### src/rtl/afepw_pkg.sv
// constants and carrier types for the analog front-end power register bank
package afepw_pkg;

    ////////////////////////////////////////////////////////////////////////////
    // register addresses on the memory bus
    localparam logic [19:0] AFEPW_SELECT_ADDR = 20'hF_0440;
    localparam logic [19:0] AFEPW_DETECT_ADDR = 20'hF_0441;

    ////////////////////////////////////////////////////////////////////////////
    // field positions of the selection register
    localparam int AFEPW_SEL_DAC_BIT = 7;
    localparam int AFEPW_SEL_AMP2_BIT = 6;
    localparam int AFEPW_SEL_AMP1_BIT = 5;
    localparam int AFEPW_SEL_AMP0_BIT = 4;
    localparam int AFEPW_SEL_RSV3_BIT = 3;
    localparam int AFEPW_SEL_GAIN_BIT = 2;
    localparam int AFEPW_SEL_RSV1_BIT = 1;
    localparam int AFEPW_SEL_REF_BIT = 0;

    // field positions of the detection register
    localparam int AFEPW_DET_GAIN_BIT = 2;
    localparam int AFEPW_DET_REF_BIT = 0;

    ////////////////////////////////////////////////////////////////////////////
    // reset values and masks
    localparam logic [7:0] AFEPW_SELECT_RESET = 8'h00;
    localparam logic [7:0] AFEPW_DETECT_RESET = 8'h00;
    localparam logic [7:0] AFEPW_SELECT_WMASK = 8'hF5;
    localparam logic [7:0] AFEPW_DETECT_RMASK = 8'h05;
    localparam logic [7:0] AFEPW_RDATA_RESET = 8'h00;

    // synchroniser depth for the analog settling indications
    localparam int AFEPW_SYNC_STAGES = 2;

    ////////////////////////////////////////////////////////////////////////////
    // one memory-instruction access as seen by the register bank
    typedef struct packed {
        logic wr;
        logic rd;
        logic bit_op;
        logic [2:0] bit_sel;
        logic [19:0] addr;
        logic [7:0] wdata;
    } afepw_sfr_req_s;

    // selection register layout, msb first
    typedef struct packed {
        logic dac;
        logic amp2;
        logic amp1;
        logic amp0;
        logic rsv3;
        logic gain;
        logic rsv1;
        logic ref_sup;
    } afepw_select_s;

    // whole state of the register bank
    typedef struct packed {
        afepw_select_s sel;
        logic [7:0] rdata;
        logic rbit;
        logic rvalid;
    } afepw_regs_state_s;

endpackage : afepw_pkg

### src/rtl/afepw_stable_flag.sv
// supply stabilized flag: synchronises settling indications and gates them with the enable
module afepw_stable_flag #(
    parameter int NUM_SRC = 1
) (
    input wire logic i_clk,
    input wire logic i_srst,
    input wire logic i_enable,
    input wire logic [NUM_SRC-1:0] i_settle_async,
    output logic o_stable
);
    import afepw_pkg::*;

    typedef struct packed {
        logic [NUM_SRC-1:0] sync1;
        logic [NUM_SRC-1:0] sync2;
        logic stable;
    } afepw_flag_state_s;

    afepw_flag_state_s st_ff;
    afepw_flag_state_s nxt_st;

    ////////////////////////////////////////////////////////////////////////////
    always_comb begin
        nxt_st = st_ff;
        nxt_st.sync1 = i_settle_async;
        nxt_st.sync2 = st_ff.sync1;
        // every source must have settled; removing the enable drops the flag on the next clock edge
        nxt_st.stable = i_enable && (&st_ff.sync2);
    end

    always_ff @(posedge i_clk) begin
        if (i_srst) begin
            st_ff <= '0;
        end else begin
            st_ff <= nxt_st;
        end
    end

    assign o_stable = st_ff.stable;

    ////////////////////////////////////////////////////////////////////////////
    property p_flag_needs_all_settled;
        @(posedge i_clk) disable iff (i_srst)
        $rose(o_stable) |-> ($past(&st_ff.sync2) && $past(i_enable));
    endproperty
    a_flag_needs_all_settled: assert property (p_flag_needs_all_settled)
        else $error("stable flag rose without all settling indications");

    property p_flag_drops_with_enable;
        @(posedge i_clk) disable iff (i_srst)
        !i_enable |=> !o_stable;
    endproperty
    a_flag_drops_with_enable: assert property (p_flag_drops_with_enable)
        else $error("stable flag held after enable removed");

endmodule : afepw_stable_flag

### src/rtl/afepw_power_regs.sv
// analog front-end power selection and detection register bank
module afepw_power_regs (
    input wire logic i_clk,
    input wire logic i_srst,
    input wire logic i_front_end_clock_enable,
    input wire afepw_pkg::afepw_sfr_req_s i_req,
    input wire logic i_bandgap_settled,
    input wire logic i_internal_regulator_settled,
    input wire logic i_sensor_bias_settled,
    output logic [7:0] o_rdata,
    output logic o_rbit,
    output logic o_rvalid,
    output logic o_dac_power_enable,
    output logic o_amp_two_power_enable,
    output logic o_amp_one_power_enable,
    output logic o_amp_zero_power_enable,
    output logic o_gain_amp_power_enable,
    output logic o_reference_supply_enable,
    output logic o_reference_supply_stable,
    output logic o_gain_amp_supply_stable
);
    import afepw_pkg::*;

    afepw_regs_state_s st_ff;
    afepw_regs_state_s nxt_st;

    logic ref_flag_enable;
    logic gain_flag_enable;
    logic ref_stable;
    logic gain_stable;
    logic [7:0] detect_byte;

    ////////////////////////////////////////////////////////////////////////////
    // stabilized flags; the clock enable is folded in so a block reset clears them
    // without waiting for the selection register to follow
    assign ref_flag_enable = st_ff.sel.ref_sup && i_front_end_clock_enable;
    assign gain_flag_enable = st_ff.sel.ref_sup && st_ff.sel.gain && i_front_end_clock_enable;

    afepw_stable_flag #(
        .NUM_SRC(1)
    ) u_ref_flag (
        .i_clk(i_clk),
        .i_srst(i_srst),
        .i_enable(ref_flag_enable),
        .i_settle_async(i_bandgap_settled),
        .o_stable(ref_stable)
    );

    // the gain amp supply is only good when both regulators report settled
    afepw_stable_flag #(
        .NUM_SRC(2)
    ) u_gain_flag (
        .i_clk(i_clk),
        .i_srst(i_srst),
        .i_enable(gain_flag_enable),
        .i_settle_async({i_internal_regulator_settled, i_sensor_bias_settled}),
        .o_stable(gain_stable)
    );

    always_comb begin
        detect_byte = AFEPW_DETECT_RESET;
        detect_byte[AFEPW_DET_REF_BIT] = ref_stable;
        detect_byte[AFEPW_DET_GAIN_BIT] = gain_stable;
        detect_byte = detect_byte & AFEPW_DETECT_RMASK;
    end

    ////////////////////////////////////////////////////////////////////////////
    always_comb begin
        logic [7:0] sel_byte;
        logic [7:0] rd_byte;
        logic wr_select;
        sel_byte = st_ff.sel;
        rd_byte = AFEPW_RDATA_RESET;
        wr_select = i_req.wr && (i_req.addr == AFEPW_SELECT_ADDR);
        nxt_st = st_ff;
        nxt_st.rvalid = 1'b0;

        // bit writes are read-modify-write of the current contents
        if (wr_select && i_front_end_clock_enable) begin
            if (i_req.bit_op) begin
                sel_byte[i_req.bit_sel] = i_req.wdata[0];
            end else begin
                sel_byte = i_req.wdata;
            end
        end
        // reserved positions never store a one even if software breaks the convention
        nxt_st.sel = afepw_select_s'(sel_byte & AFEPW_SELECT_WMASK);
        if (!i_front_end_clock_enable) begin
            nxt_st.sel = afepw_select_s'(AFEPW_SELECT_RESET);
        end

        // a read in the same cycle as a write returns the old contents
        if (i_req.rd) begin
            case (i_req.addr)
                AFEPW_SELECT_ADDR: begin
                    rd_byte = st_ff.sel & AFEPW_SELECT_WMASK;
                end
                AFEPW_DETECT_ADDR: begin
                    rd_byte = detect_byte;
                end
                default: begin
                    rd_byte = AFEPW_RDATA_RESET;
                end
            endcase
            nxt_st.rvalid = 1'b1;
            nxt_st.rdata = rd_byte;
            nxt_st.rbit = rd_byte[i_req.bit_sel];
        end
    end

    always_ff @(posedge i_clk) begin
        if (i_srst) begin
            st_ff.sel <= afepw_select_s'(AFEPW_SELECT_RESET);
            st_ff.rdata <= AFEPW_RDATA_RESET;
            st_ff.rbit <= 1'b0;
            st_ff.rvalid <= 1'b0;
        end else begin
            st_ff <= nxt_st;
        end
    end

    ////////////////////////////////////////////////////////////////////////////
    // power controls go straight from the register to the analog supplies
    assign o_dac_power_enable = st_ff.sel.dac;
    assign o_amp_two_power_enable = st_ff.sel.amp2;
    assign o_amp_one_power_enable = st_ff.sel.amp1;
    assign o_amp_zero_power_enable = st_ff.sel.amp0;
    assign o_gain_amp_power_enable = st_ff.sel.gain;
    assign o_reference_supply_enable = st_ff.sel.ref_sup;
    assign o_reference_supply_stable = ref_stable;
    assign o_gain_amp_supply_stable = gain_stable;
    assign o_rdata = st_ff.rdata;
    assign o_rbit = st_ff.rbit;
    assign o_rvalid = st_ff.rvalid;

    ////////////////////////////////////////////////////////////////////////////
    // checks
    property p_byte_write_stores;
        @(posedge i_clk) disable iff (i_srst)
        (i_req.wr && !i_req.bit_op && i_req.addr == AFEPW_SELECT_ADDR && i_front_end_clock_enable)
            ##1 i_front_end_clock_enable
        |-> (st_ff.sel == ($past(i_req.wdata, 1) & AFEPW_SELECT_WMASK));
    endproperty
    a_byte_write_stores: assert property (p_byte_write_stores)
        else $error("byte write not stored in selection register");

    property p_byte_readback;
        @(posedge i_clk) disable iff (i_srst)
        (i_req.wr && !i_req.bit_op && i_req.addr == AFEPW_SELECT_ADDR && i_front_end_clock_enable)
            ##1 (i_front_end_clock_enable && !i_req.wr && i_req.rd && i_req.addr == AFEPW_SELECT_ADDR)
        |=> o_rvalid && (o_rdata == ($past(i_req.wdata, 2) & AFEPW_SELECT_WMASK));
    endproperty
    a_byte_readback: assert property (p_byte_readback)
        else $error("selection register read back differs from byte written");

    property p_bit_write_one_bit;
        @(posedge i_clk) disable iff (i_srst)
        (i_req.wr && i_req.bit_op && i_req.addr == AFEPW_SELECT_ADDR && i_front_end_clock_enable)
        |=> ((st_ff.sel ^ $past(st_ff.sel)) & ~(8'h01 << $past(i_req.bit_sel))) == 8'h00;
    endproperty
    a_bit_write_one_bit: assert property (p_bit_write_one_bit)
        else $error("bit write disturbed other selection bits");

    property p_reset_clears;
        @(posedge i_clk)
        $fell(i_srst) |-> (st_ff.sel == AFEPW_SELECT_RESET) && !o_reference_supply_stable
            && !o_gain_amp_supply_stable && !o_rvalid;
    endproperty
    a_reset_clears: assert property (p_reset_clears)
        else $error("selection register not clear after reset");

    property p_byte_write_drives;
        @(posedge i_clk) disable iff (i_srst)
        (i_req.wr && !i_req.bit_op && i_req.addr == AFEPW_SELECT_ADDR && i_front_end_clock_enable)
        |=> (o_dac_power_enable == $past(i_req.wdata[AFEPW_SEL_DAC_BIT]))
            && (o_amp_zero_power_enable == $past(i_req.wdata[AFEPW_SEL_AMP0_BIT]))
            && (o_gain_amp_power_enable == $past(i_req.wdata[AFEPW_SEL_GAIN_BIT]));
    endproperty
    a_byte_write_drives: assert property (p_byte_write_drives)
        else $error("dac, amp0 or gain amp enable does not follow byte write");

    property p_amp_two_bit;
        @(posedge i_clk) disable iff (i_srst)
        (i_req.wr && i_req.bit_op && i_req.bit_sel == 3'(AFEPW_SEL_AMP2_BIT)
            && i_req.addr == AFEPW_SELECT_ADDR && i_front_end_clock_enable)
        |=> o_amp_two_power_enable == $past(i_req.wdata[0]);
    endproperty
    a_amp_two_bit: assert property (p_amp_two_bit)
        else $error("amp two enable does not follow bit write");

    property p_amp_one_bit;
        @(posedge i_clk) disable iff (i_srst)
        (i_req.wr && i_req.bit_op && i_req.bit_sel == 3'(AFEPW_SEL_AMP1_BIT)
            && i_req.addr == AFEPW_SELECT_ADDR && i_front_end_clock_enable)
        |=> o_amp_one_power_enable == $past(i_req.wdata[0]);
    endproperty
    a_amp_one_bit: assert property (p_amp_one_bit)
        else $error("amp one enable does not follow bit write");

    property p_ref_bit;
        @(posedge i_clk) disable iff (i_srst)
        (i_req.wr && i_req.bit_op && i_req.bit_sel == 3'(AFEPW_SEL_REF_BIT)
            && i_req.addr == AFEPW_SELECT_ADDR && i_front_end_clock_enable)
        |=> o_reference_supply_enable == $past(i_req.wdata[0]);
    endproperty
    a_ref_bit: assert property (p_ref_bit)
        else $error("reference supply enable does not follow bit write");

    property p_reserved_read_zero;
        @(posedge i_clk) disable iff (i_srst)
        (i_req.rd && i_req.addr == AFEPW_SELECT_ADDR)
        |=> o_rvalid && !o_rdata[AFEPW_SEL_RSV1_BIT] && !o_rdata[AFEPW_SEL_RSV3_BIT];
    endproperty
    a_reserved_read_zero: assert property (p_reserved_read_zero)
        else $error("reserved selection bit read as one");

    property p_detect_unused_zero;
        @(posedge i_clk) disable iff (i_srst)
        (i_req.rd && i_req.addr == AFEPW_DETECT_ADDR)
        |=> o_rvalid && ((o_rdata & ~AFEPW_DETECT_RMASK) == 8'h00);
    endproperty
    a_detect_unused_zero: assert property (p_detect_unused_zero)
        else $error("unused detection bit read as one");

    property p_detect_ref_read;
        @(posedge i_clk) disable iff (i_srst)
        (i_req.rd && i_req.addr == AFEPW_DETECT_ADDR)
        |=> o_rdata[AFEPW_DET_REF_BIT] == $past(o_reference_supply_stable);
    endproperty
    a_detect_ref_read: assert property (p_detect_ref_read)
        else $error("detection bit 0 differs from reference stable flag");

    property p_detect_gain_read;
        @(posedge i_clk) disable iff (i_srst)
        (i_req.rd && i_req.addr == AFEPW_DETECT_ADDR)
        |=> o_rdata[AFEPW_DET_GAIN_BIT] == $past(o_gain_amp_supply_stable);
    endproperty
    a_detect_gain_read: assert property (p_detect_gain_read)
        else $error("detection bit 2 differs from gain amp stable flag");

    property p_gain_needs_both;
        @(posedge i_clk) disable iff (i_srst)
        $rose(o_gain_amp_supply_stable) |-> $past(i_internal_regulator_settled, 3)
            && $past(i_sensor_bias_settled, 3);
    endproperty
    a_gain_needs_both: assert property (p_gain_needs_both)
        else $error("gain amp stable rose without both regulators settled");

    property p_clock_gate_clears;
        @(posedge i_clk) disable iff (i_srst)
        !i_front_end_clock_enable |=> (st_ff.sel == AFEPW_SELECT_RESET)
            ##1 (!o_reference_supply_stable && !o_gain_amp_supply_stable);
    endproperty
    a_clock_gate_clears: assert property (p_clock_gate_clears)
        else $error("enables survive clock enable low");

    property p_flag_follows_enable;
        @(posedge i_clk) disable iff (i_srst)
        o_gain_amp_supply_stable |-> $past(o_gain_amp_power_enable) && $past(o_reference_supply_enable);
    endproperty
    a_flag_follows_enable: assert property (p_flag_follows_enable)
        else $error("gain amp stable set without its enables");

    property p_ref_flag_clears;
        @(posedge i_clk) disable iff (i_srst)
        $fell(o_reference_supply_enable) |=> !o_reference_supply_stable;
    endproperty
    a_ref_flag_clears: assert property (p_ref_flag_clears)
        else $error("reference stable held after enable removed");

    // guarded so a read strobe held through reset cannot fire it on release
    property p_rvalid_follows_read;
        @(posedge i_clk) disable iff (i_srst)
        !$past(i_srst) |-> o_rvalid == $past(i_req.rd);
    endproperty
    a_rvalid_follows_read: assert property (p_rvalid_follows_read)
        else $error("read valid pulse not one cycle after read strobe");

    property p_detect_write_ignored;
        @(posedge i_clk) disable iff (i_srst)
        (i_req.wr && i_req.addr == AFEPW_DETECT_ADDR && i_front_end_clock_enable)
        |=> st_ff.sel == $past(st_ff.sel);
    endproperty
    a_detect_write_ignored: assert property (p_detect_write_ignored)
        else $error("write to detection register changed the selection register");

    property p_clock_gate_drops_flags;
        @(posedge i_clk) disable iff (i_srst)
        !i_front_end_clock_enable |=> !o_reference_supply_stable && !o_gain_amp_supply_stable;
    endproperty
    a_clock_gate_drops_flags: assert property (p_clock_gate_drops_flags)
        else $error("stable flags survive clock enable low");

    property p_ref_needs_settle;
        @(posedge i_clk) disable iff (i_srst)
        $rose(o_reference_supply_stable) |-> $past(i_bandgap_settled, 3) && $past(o_reference_supply_enable);
    endproperty
    a_ref_needs_settle: assert property (p_ref_needs_settle)
        else $error("reference stable rose without settling or enable");

endmodule : afepw_power_regs

### config.mk
export PLATFORM = sky130hd
export DESIGN_NAME = afepw_power_regs
export DESIGN_NICKNAME = d
export VERILOG_FILES = /design/src/rtl/afepw_pkg.sv /design/src/rtl/afepw_stable_flag.sv /design/src/rtl/afepw_power_regs.sv
export SDC_FILE = /design/constraint.sdc
export NUM_CORES = 1
export LEC_CHECK = 0
export BUFFER_PORTS_ARGS = -buffer_cell sky130_fd_sc_hd__buf_2
export CAP_MARGIN = 15
export CELL_PAD_IN_SITES_DETAIL_PLACEMENT = 0
export CELL_PAD_IN_SITES_GLOBAL_PLACEMENT = 1
export CORE_MARGIN = 3
export CORE_UTILIZATION = 34
export CTS_CLUSTER_DIAMETER = 30
export DETAILED_ROUTE_END_ITERATION = 12
export HOLD_SLACK_MARGIN = 0.1
export PLACE_DENSITY_LB_ADDON = 0.1
export SETUP_SLACK_MARGIN = 0.5
export SYNTH_ARGS = -nofsm -noshare
export SYNTH_HDL_FRONTEND = slang
export SYNTH_SLANG_ARGS = --single-unit
### constraint.sdc
create_clock -name i_clk -period 2.2 [get_ports i_clk]
set_input_delay 0.33 -clock i_clk [delete_from_list [all_inputs] [get_ports i_clk]]
set_output_delay 0.33 -clock i_clk [all_outputs]
set_load 0.05 [all_outputs]
**Word level (Yosys, flattened, before mapping)**

Cells that the tools add are included.

- Register bits after elaboration: 26
- Latch bits: 0
- RAM bits: 0
- Bits in read-only memories: 0
- Input bits: 40
- Output and inout port bits: 18
- Logic and storage cells: 41
- Memories: 0

- Add/subtract/negate cells: 0
- Multipliers: 0
- Divide/modulo/power cells: 0
- $lt $le $gt $ge: 2
- Eq/ne operators: 2
- Shift operators: 0
- Mux-type cells: 9
- Bitwise operators: 1
- Reductions and logical operators: 10

Operator list:

| kind | number |
|---|---|
| $eq A20 B20 Y1 const B | 2 |
| $mux W8 | 2 |
| $pmux W8 S2 | 1 |
| $bwmux W8 | 1 |
| $logic_and A1 B1 Y1 | 8 |
| $lt A3 B4 Y1 const B | 1 |
| $bmux W1 S3 | 1 |
| $demux W1 S3 | 1 |
| $ge A3 B1 Y1 const B | 1 |
| $mux W1 | 3 |
| $reduce_and A2 Y1 | 1 |
| $reduce_or A2 Y1 | 1 |
| $not A1 Y1 | 1 |

**Longest topological paths before layout**

Gate-level depths: netlist of the first run.

- Depth in word-level cells: 6
- Mapped depth: 6
- Gate-level depth less buffers: 4

**By module**

A second synthesis of the first run with hierarchy kept.

- Cells, all modules: 119
- Area, all modules: 1126.1 um^2

By module, submodules not included:

| module | times used | cells each | area an instance (um^2) |
|---|---|---|---|
| afepw_power_regs | 1 | 103 | 899.6 |
| afepw_stable_flag at u_gain_flag | 1 | 10 | 145.1 |
| afepw_stable_flag at u_ref_flag | 1 | 6 | 81.3 |

**Least setup slack after synthesis of the first run**

OpenSTA, ideal clock, no wires.

- Path kind: flip-flop to flip-flop
- Start point: register st_ff (netlist bit o_dac_power_enable)
- End point: register st_ff (netlist bit o_rbit)
- Library setup time: 0.128 ns
- Data arrival time: 1.267 ns
- Required time: 2.072 ns
- Path slack: 0.805 ns
- Cell stages (with the launch flop): 4
- Buffers on the path: 0
- Cell sequence: dfxtp_1 > mux4_2 > a32oi_1 > o32ai_1

- Cells in the longest elaborated chain, start to end: 4

RTL lines:

| item | line | text |
|---|---|---|
| start, declared | afepw_power_regs.sv:24 | `afepw_regs_state_s st_ff;` |
| start signal, assigned | afepw_power_regs.sv:118 | `st_ff <= nxt_st;` |
| $pmux W8 S2 | afepw_power_regs.sv:94 | `case (i_req.addr)` |
| $mux W8 | afepw_power_regs.sv:93 | `if (i_req.rd) begin` |
| $bmux W1 S3 | afepw_power_regs.sv:107 | `nxt_st.rbit = rd_byte[i_req.bit_sel];` |
| $mux W1 (not written as such) | afepw_power_regs.sv:107 |  |

No other way between the ends. The select of a mux whose other input is x is not followed.
A chain may end at the register's enable or synchronous reset.

**Final worst setup path of the first run**

- Start point: register st_ff (netlist bit o_gain_amp_power_enable)
- End point: output port o_gain_amp_power_enable

RTL lines:

| item | line | text |
|---|---|---|
| end, declared | afepw_power_regs.sv:17 | `output logic o_gain_amp_power_enable,` |

No word-level cell between the ends.

==> impl_metrics.csv, run 1 <==
group,metric,value,unit
yosys,synth_top_area_share,39.7,%
clocking,clkLatencyLatePin,0.30,ns
placement,dpl_worst_slack,0.640,ns
layout,area_growth,24.7,%
yosys,yosysWarnings,0,
layout,regArea,440,sq um
pwr,p_seq_share,59.8,%
clocking,cts_resized,0,
pwr,vdd_drop_max,0.379,mV
layout,n_fill_cell,338,
clocking,numCtsBuffers,3,
sta,setup-violations-final,0,
die,dieArea,3980,sq um
pwr,pwr-share-comb,13.9,%
route,vias,1026,
placement,portBuffers,53,
grt,grt_pass1_vias,1049,
worst_setup_path,crit_path_max_incr_delay,0.44,ns
die,die_y,63.1,um
grt,grt_remaining_overflow,0,
yosys,ys_ff_latch,22,
layout,multi_input_area,588,sq um
worst_setup_path,critPathArrivalTime,1.04,ns
route,firstDrtPassIters,4,
clocking,cts_root_buf,"clkbuf_4",
route,wl_per_cell,12.9,um
placement,dp_hpwl,2160,um
worst_setup_path,crit_fanout,5,
worst_setup_path,critPathKind,"flip-flop to primary output",
pwr,switching_share,25.0,%
yosys,postSynthAreaPerCell,9.39,sq um
status,outcome,"complete, no violations",
die,std_cell_rows,20,
route,routed_wl,2690,um
grt,grt_use_total,14.4,%
sta,fin_crit_sh,62.1,%
job,maxCapViolCount,0,
pwr,p_leak,0.587,nW
worst_setup_path,rrSetupSlack,0.94,ns
clocking,cts_htree_levels,1,
yosys,synth_area_leaders,"dfxtp_1 (40%), a211oi_2 (5.6%), nor2b_1 (5.6%), nand2b_1 (4.5%), nand3_1 (4.1%)",
pwr,p_per_area,490,nW/um^2
sta,worst_slack,0.835,ns
die,start_util,36.0,%
worst_setup_path,cp_cell_sequence,"buf_2",
placement,routabilityCongestion,0.723,
yosys,yosysTopAreaCell,"dfxtp_1",
grt,grt_max_degree,17,
die,io_pins,58,
layout,nNetsFinal,206,
sta,slew_viol_final,0,
clocking,cts_setup_buffers,0,
sta,setup_tns,0,ns
grt,antenna_found_initial,0,
route,drtIter0Drc,53,
route,drc,0,
sta,finClkSkew,0.00480,ns
die,fp.dieW,63.1,um
yosys,ys_types,31,
clocking,cts.path.max_buffers,2,
clocking,cts_tree,"done",
worst_setup_path,start_kind,"flip-flop",
yosys,syn_area,1110,sq um
worst_setup_path,end_kind,"primary output",
pwr,power_frac_clock,26.3,%
sta,timing.fmax,732,MHz
route,ant_nets,0,
pwr,p_switching,170,uW
worst_setup_path,cp_slowest_cell,"dfxtp_1",
worst_setup_path,worst-path-buf-inv,1,
route,viasPerCell,4.93,
worst_setup_path,cp.required,1.87,ns
yosys,postSynthCellCount,118,
pwr,intPower,508,uW
clocking,cts_hold_buffers,0,
sta,hold_viol_final,0,
worst_setup_path,cp_top_family,"flip-flops",
grt,grt_pass1_wl,4630,um
clocking,numClockSinks,22,
sta,fin_crit,1.37,ns
min_path,hp-class,"input pin to flip-flop",
yosys,yosysSeqAreaShare,39.7,%
layout,drive_gt1_share,43.3,%
layout,largest_reg_flops,6,
sta,rsz0062_at_grt,"no",
clocking,clk_pin_slew,0.12,ns
layout,n_antenna_cell,0,
die,design.core.area,3080,sq um
cell families after synthesis:
| group | Yosys count | synth area share (%) |
|---|---|---|
| other cells | 1 | 0.338 |
| flops | 22 | 39.7 |
| compound gates | 31 | 19.6 |
| mux | 4 | 6.09 |
| buf+inv | 14 | 7.56 |
| simple gates | 46 | 26.6 |
synthesized netlist by cell type:
cell type	n
dfxtp_1	22
nor2b_1	10
nand3_1	9
o21ai_0	9
nand2b_1	8
a21oi_1	6
a31oi_1	6
a211oi_2	5
clkbuf_1	5
nand4_1	4
buf_6	3
inv_1	3
nor2_1	3
and4_4	2
buf_4	2
mux2_2	2
mux4_2	2
nand2_1	2
nor4_1	2
o31ai_1	2
a32oi_1	1
a41o_1	1
and2_4	1
and3_1	1
and3_2	1
and3_4	1
buf_2	1
conb_1	1
nor4b_2	1
nor4bb_1	1
o32ai_1	1
cell type report:
type	instances	area share [%]
inverters	3	0.814
repair buffers	53	19.2
well taps	44	3.98
clock buffers	3	1.63
multi-input cells	83	42.5
flip-flops and latches	22	31.9
cells in the final DEF (no fill, tap or decap), drive strengths merged:
| cell type | n |
|---|---|
| nand3 | 9 |
| mux2 | 2 |
| a41o | 1 |
| buf | 53 |
| a31oi | 6 |
| o32ai | 1 |
| and2 | 1 |
| conb | 2 |
| mux4 | 2 |
| dfxtp | 22 |
| nor4b | 1 |
| o21ai | 9 |
| and4 | 2 |
| nand4 | 4 |
| nand2 | 2 |
| nor2 | 3 |
| and3 | 3 |
| o31ai | 2 |
| a21oi | 6 |
| nor4bb | 1 |
| a211oi | 5 |
| inv | 3 |
| nor2b | 10 |
| a32oi | 1 |
| nor4 | 2 |
| nand2b | 8 |
| clkbuf | 3 |
final timing paths:
path / start / to / cells past startpoint
setup / recovery: o_gain_amp_power_enable / o_gain_amp_power_enable / 1
hold / removal: i_sensor_bias_settled / u_gain_flag.nxt_st[1] / 2
setup reg to reg: o_dac_power_enable / o_rbit / 3
hold reg to reg: u_gain_flag.st_ff[1] / u_gain_flag.o_stable / 2
stage by stage:
stage	cell area (sq um)	hold slack (ns)	cells	power [mW]	utilization, %
detailed placement	1360	0.430	205	0.510	44.2
global placement	1360	0.418	205	0.507	44.2
global route	1380	0.236	208	0.719	44.9
CTS	1380	0.228	208	0.688	44.9
finish	1380	0.234	208	0.678	44.9
floorplan	1110	0.402	119	0.469	-
metal layers:
metal / part of all wire, % / GRT usage [%]
met1: 42 / 17.1
met2: 54 / 26.9
met3: 4.0 / 3.39
met4: 0 / 1.65
met5: 0 / 0
power by group through the flow:
stage               Clock (mW)  Combinational (mW)  Sequential [mW]
floorplan                    0              0.0514            0.418
CTS                      0.187              0.0953            0.406
finish                   0.178              0.0944            0.405
detailed placement           0              0.0952            0.414
global route             0.207               0.106            0.406
global placement             0              0.0929            0.414
(Power assumes the default switching activity.)
==> inputs of run 2 (changes only) <==
--- a/config.mk
+++ b/config.mk
@@ -10,7 +10,7 @@
 export CELL_PAD_IN_SITES_DETAIL_PLACEMENT = 0
 export CELL_PAD_IN_SITES_GLOBAL_PLACEMENT = 1
 export CORE_MARGIN = 3
-export CORE_UTILIZATION = 34
+export CORE_UTILIZATION = 28
 export CTS_CLUSTER_DIAMETER = 30
 export DETAILED_ROUTE_END_ITERATION = 12
 export HOLD_SLACK_MARGIN = 0.1
==> constraint.sdc (replaced) <==
create_clock -name i_clk -period 1.2 [get_ports i_clk]
set_input_delay 0.18 -clock i_clk [delete_from_list [all_inputs] [get_ports i_clk]]
set_output_delay 0.18 -clock i_clk [all_outputs]
set_load 0.05 [all_outputs]
==> impl_metrics.csv, run 2 (same netlist as run 1, synthesis figures left out) <==
group,metric,value,unit
worst_setup_path,end_kind,"flip-flop",
layout,final_util,53.6,%
route,ant_nets,0,
pwr,p_leak,0.793,nW
sta,rsz0062_at_grt,"yes",
route,drc,0,
grt,grt_remaining_overflow,0,
route,wl_per_cell,13.7,um
layout,n_fill_cell,375,
sta,setup-violations-final,1,
min_path,min_path_cells,2,
die,dieArea,4750,sq um
layout,area_growth,80.9,%
placement,dpl_worst_slack,-0.181,ns
sta,worst_slack,-0.0307,ns
die,io_pins,58,
layout,largest_reg_flops,6,
sta,timing.fmax,813,MHz
die,die_y,68.9,um
job,maxCapViolCount,0,
clocking,clkLatencyLatePin,0.25,ns
placement,dpl.cell_count,223,
placement,dp_hpwl,2460,um
worst_setup_path,start_kind,"flip-flop",
worst_setup_path,critPathKind,"flip-flop to flip-flop",
layout,drive_gt1_share,67.0,%
sta,finClkSkew,0.00143,ns
clocking,cts.path.max_buffers,2,
clocking,cts_tree,"done",
pwr,p_per_area,729,nW/um^2
grt,grt_use_total,14.3,%
sta,fin_crit_sh,103,%
layout,fin_cells,236,
sta,fin_crit,1.23,ns
sta,slew_viol_final,0,
grt,gr-usage-met3,5.19,%
min_path,hold_path_startpoint,"i_bandgap_settled",
clocking,numCtsBuffers,3,
route,firstDrtPassIters,2,
placement,portBuffers,53,
clocking,cts_hold_buffers,0,
sta,setup_tns,-0.0307,ns
die,design.core.area,3740,sq um
route,viasPerCell,4.83,
clocking,numClockSinks,22,
clocking,clk_pin_slew,0.08,ns
route,vias,1140,
grt,grt_pass1_vias,1112,
die,std_cell_rows,22,
clocking,cts_htree_levels,1,
pwr,vdd_drop_max,0.737,mV
layout,layout_common_cells,"buf_2 (34), buf_6 (16), buf_8 (14), nor2b_1 (10), buf_4 (10)",
grt,grt_max_degree,17,
grt,grt.met2_usage,26.4,%
status,violations,"negative setup slack",
sta,whs,0.130,ns
worst_setup_path,r2r-start,"o_dac_power_enable",
die,start_util,29.6,%
placement,routabilityCongestion,0.727,
layout,n_antenna_cell,0,
route,drtIter0Drc,36,
grt,top_usage_layer,"met2",
grt,grt_use_met1,15.7,%
worst_setup_path,cp.required,1.34,ns
layout,multi_input_area,729,sq um
worst_setup_path,crit_fanout,2,
route,routed_wl,3240,um
layout,final_common_cell,"buf_2",
clocking,cts_root_buf,"clkbuf_8",
layout,nNetsFinal,229,
worst_setup_path,crit_start,"o_dac_power_enable",
layout,regArea,474,sq um
grt,grt_pass1_wl,5050,um
worst_setup_path,rr_worst_depth,3,
grt,antenna_found_initial,0,
die,fp.dieW,68.9,um
status,outcome,"complete, but fails checks",
sta,hold_viol_final,0,
min_path,hp-class,"input pin to flip-flop",
worst_setup_path,critPathArrivalTime,1.37,ns
-- run 2: worst max-delay path, stage by stage (launching register included) --
cell     delay, ns
dfxtp_4       0.35
mux4_2        0.49
a32oi_2       0.19
o32ai_1       0.09
-- run 2: area by class of cell --
| cell class | count | share of cell area (%) |
|---|---|---|
| Multi-Input combinational cell | 83 | 36.4 |
| Clock buffer | 4 | 2.74 |
| Timing Repair Buffer | 76 | 33.7 |
| Inverter | 3 | 0.561 |
| Sequential cell | 22 | 23.6 |
| Tap cell | 48 | 2.99 |
-- run 2: timing repair --
action                                  CTS  global route
endpoints found under the setup margin   31            31
buffers inserted                          2             7
pin swaps                                 6             7
gates resized for setup                  64            13
-- run 2: final timing paths --
| check | endpoint | slack, ns |
|---|---|---|
| setup / recovery | o_rbit | -0.03 |
| hold / removal | u_ref_flag.nxt_st[1] | 0.13 |
| setup reg to reg | o_rbit | -0.03 |
| hold reg to reg | u_gain_flag.o_stable | 0.43 |
-- run 2: metal layers --
metal	part of all wire [%]	wire, um	vias to the layer above
li1	-	-	573
met5	0	0	-
met1	39	1250	544
met2	56	1820	21
met3	4.8	156	2
met4	0.31	10	0
-- run 2: per-stage QoR --
stage	total power, mW	area [sq um]
floorplan	0.850	1210
global placement	0.936	1570
detailed placement	0.942	1570
CTS	1.48	1880
global route	1.55	2010
finish	1.46	2010
-- run 2: power by group --
| part | switching, mW | internal (mW) | leakage [nW] |
|---|---|---|---|
| clock | 0.227 | 0.292 | 0.0288 |
| sequential | 0.00338 | 0.727 | 0.188 |
| combinational | 0.117 | 0.0972 | 0.576 |
| total | 0.347 | 1.12 | 0.793 |
==> inputs of run 3 (changes only) <==
--- a/config.mk
+++ b/config.mk
@@ -6,7 +6,6 @@
 export NUM_CORES = 1
 export LEC_CHECK = 0
 export BUFFER_PORTS_ARGS = -buffer_cell sky130_fd_sc_hd__buf_2
-export CAP_MARGIN = 15
 export CELL_PAD_IN_SITES_DETAIL_PLACEMENT = 0
 export CELL_PAD_IN_SITES_GLOBAL_PLACEMENT = 1
 export CORE_MARGIN = 3
@@ -14,7 +13,7 @@
 export CTS_CLUSTER_DIAMETER = 30
 export DETAILED_ROUTE_END_ITERATION = 12
 export HOLD_SLACK_MARGIN = 0.1
-export PLACE_DENSITY_LB_ADDON = 0.1
+export PLACE_DENSITY = 0.8
 export SETUP_SLACK_MARGIN = 0.5
 export SYNTH_ARGS = -nofsm -noshare
 export SYNTH_HDL_FRONTEND = slang
==> impl_metrics.csv, run 3 (same netlist as run 1, synthesis figures left out) <==
group,metric,value,unit
route,routed_wl,3150,um
sta,hold_viol_final,0,
clocking,numClockSinks,22,
status,violations,"negative setup slack",
grt,grt_pass1_vias,1169,
clocking,clkLatencyLatePin,0.26,ns
route,drc,0,
route,drtIter0Drc,19,
worst_setup_path,cp_slowest_cell,"mux4_2",
min_path,hp-class,"input pin to flip-flop",
die,io_pins,58,
layout,n_antenna_cell,0,
sta,fin_crit,1.20,ns
route,vias,1138,
clocking,cts_hold_buffers,0,
clocking,cts_root_buf,"clkbuf_8",
layout,layout_common_cells,"buf_2 (30), buf_6 (16), buf_8 (16), buf_4 (13), nor2b_1 (10)",
die,die_y,68.9,um
clocking,cts_tree,"done",
placement,routabilityCongestion,0.824,
layout,largest_reg_flops,6,
job,maxCapViolCount,0,
sta,setup-violations-final,1,
worst_setup_path,worst-path-buf-inv,0,
sta,rsz0062_at_grt,"yes",
layout,final_common_cell,"buf_2",
placement,placement.cell_area,1560,sq um
sta,finClkSkew,0.00675,ns
route,viasPerCell,4.82,
placement,portBuffers,53,
clocking,numCtsBuffers,3,
worst_setup_path,crit_path_max_incr_delay,0.48,ns
layout,area_growth,80.9,%
layout,nNetsFinal,229,
layout,drive_gt1_share,66.5,%
die,design.core.area,3740,sq um
sta,slew_viol_final,0,
placement,dpl.cell_count,221,
route,wl_per_cell,13.3,um
worst_setup_path,critPathKind,"flip-flop to flip-flop",
worst_setup_path,cp_cell_sequence,"mux4_2, a32oi_2, o32ai_1",
grt,grt_use_total,14.4,%
worst_setup_path,cp.required,1.35,ns
grt,grt_pass1_wl,5060,um
die,std_cell_rows,22,
worst_setup_path,critPathArrivalTime,1.36,ns
layout,finalInstanceArea,2010,sq um
layout,fin_cells,236,
worst_setup_path,start_kind,"flip-flop",
sta,timing.fmax,830,MHz
clocking,cts_htree_levels,1,
status,outcome,"complete, but fails checks",
die,dieArea,4750,sq um
clocking,clk_pin_slew,0.08,ns
sta,worst_slack,-0.00463,ns
route,ant_nets,0,
clocking,cts.path.max_buffers,2,
grt,antenna_found_initial,0,
sta,fin_crit_sh,100,%
pwr,p_leak,0.816,nW
route,firstDrtPassIters,3,
worst_setup_path,end_kind,"flip-flop",
pwr,vdd_drop_max,0.577,mV
worst_setup_path,cp_top_family,"multiplexers",
worst_setup_path,crit_fanout,2,
grt,grt_max_degree,17,
grt,grt_remaining_overflow,0,
die,fp.dieW,68.9,um
placement,dp_hpwl,2420,um
pwr,p_per_area,705,nW/um^2
die,start_util,29.6,%
## run 3: cell counts in the layout (fill, tap and decap cells not counted)
Identical to the previous run, type by type.
## run 3: what timing repair did
| action | 4_1_cts | 5_1_grt |
|---|---|---|
| hold endpoints to repair | 0 | 0 |
| cloned | 0 | 0 |
| gates resized for setup | 64 | 15 |
| endpoints found under the setup margin | 31 | 31 |
| pin swaps | 5 | 10 |
| buffers inserted | 6 | 5 |
## run 3: final timing paths
| kind | endpoint | startpoint | slack [ns] | depth (start not counted) |
|---|---|---|---|---|
| min reg2reg | u_gain_flag.o_stable | u_gain_flag.st_ff[2] | 0.45 | 2 |
| min | u_gain_flag.nxt_st[2] | i_internal_regulator_settled | 0.13 | 2 |
| max reg2reg | o_rbit | o_dac_power_enable | -0.005 | 3 |
| max | o_rbit | o_dac_power_enable | -0.005 | 3 |
## run 3: report_power, final
part / total [mW] / internal, mW / switching (mW)
combinational: 0.224 / 0.107 / 0.117
sequential: 0.728 / 0.725 / 0.00334
clock: 0.462 / 0.236 / 0.225
## run 3: per-layer routing
layer	GRT usage [%]	routed length, um	part of all wire, %	vias to the layer above
li1	-	-	-	570
met1	16.1	1300	41	520
met2	26.3	1580	50	43
met3	4.21	247	7.8	5
met4	3.65	25	0.79	0
met5	0	0	0	-
## run 3: worst reg2reg max path: cells and delay by family, from the launching register on
family,cells,cell delay [ns]
muxes,1,0.48
DFF,1,0.35
AOI/OAI and AO/OA,2,0.27
## run 3: metrics by stage
stage / setup TNS, ns / total power [mW] / utilization, % / setup WS, ns / hold slack, ns
after floorplan: -0.0308 / 0.850 / - / -0.0308 / 0.252
after global placement: -1.28 / 0.933 / 41.6 / -0.122 / 0.394
final: -0.00463 / 1.41 / 53.6 / -0.00463 / 0.135
after global routing: -0.0592 / 1.49 / 53.6 / -0.0592 / 0.130
after detailed placement: -1.94 / 0.937 / 41.6 / -0.186 / 0.404
after CTS: -0.0233 / 1.41 / 50.3 / -0.0233 / 0.132
## run 3: final cells by class
type,count,area (sq um)
Fill cell,351,1740
Multi-Input combinational cell,83,724
Timing Repair Buffer,76,688
Sequential cell,22,477
Tap cell,48,60.1
Clock buffer,4,45.0
Inverter,3,11.3
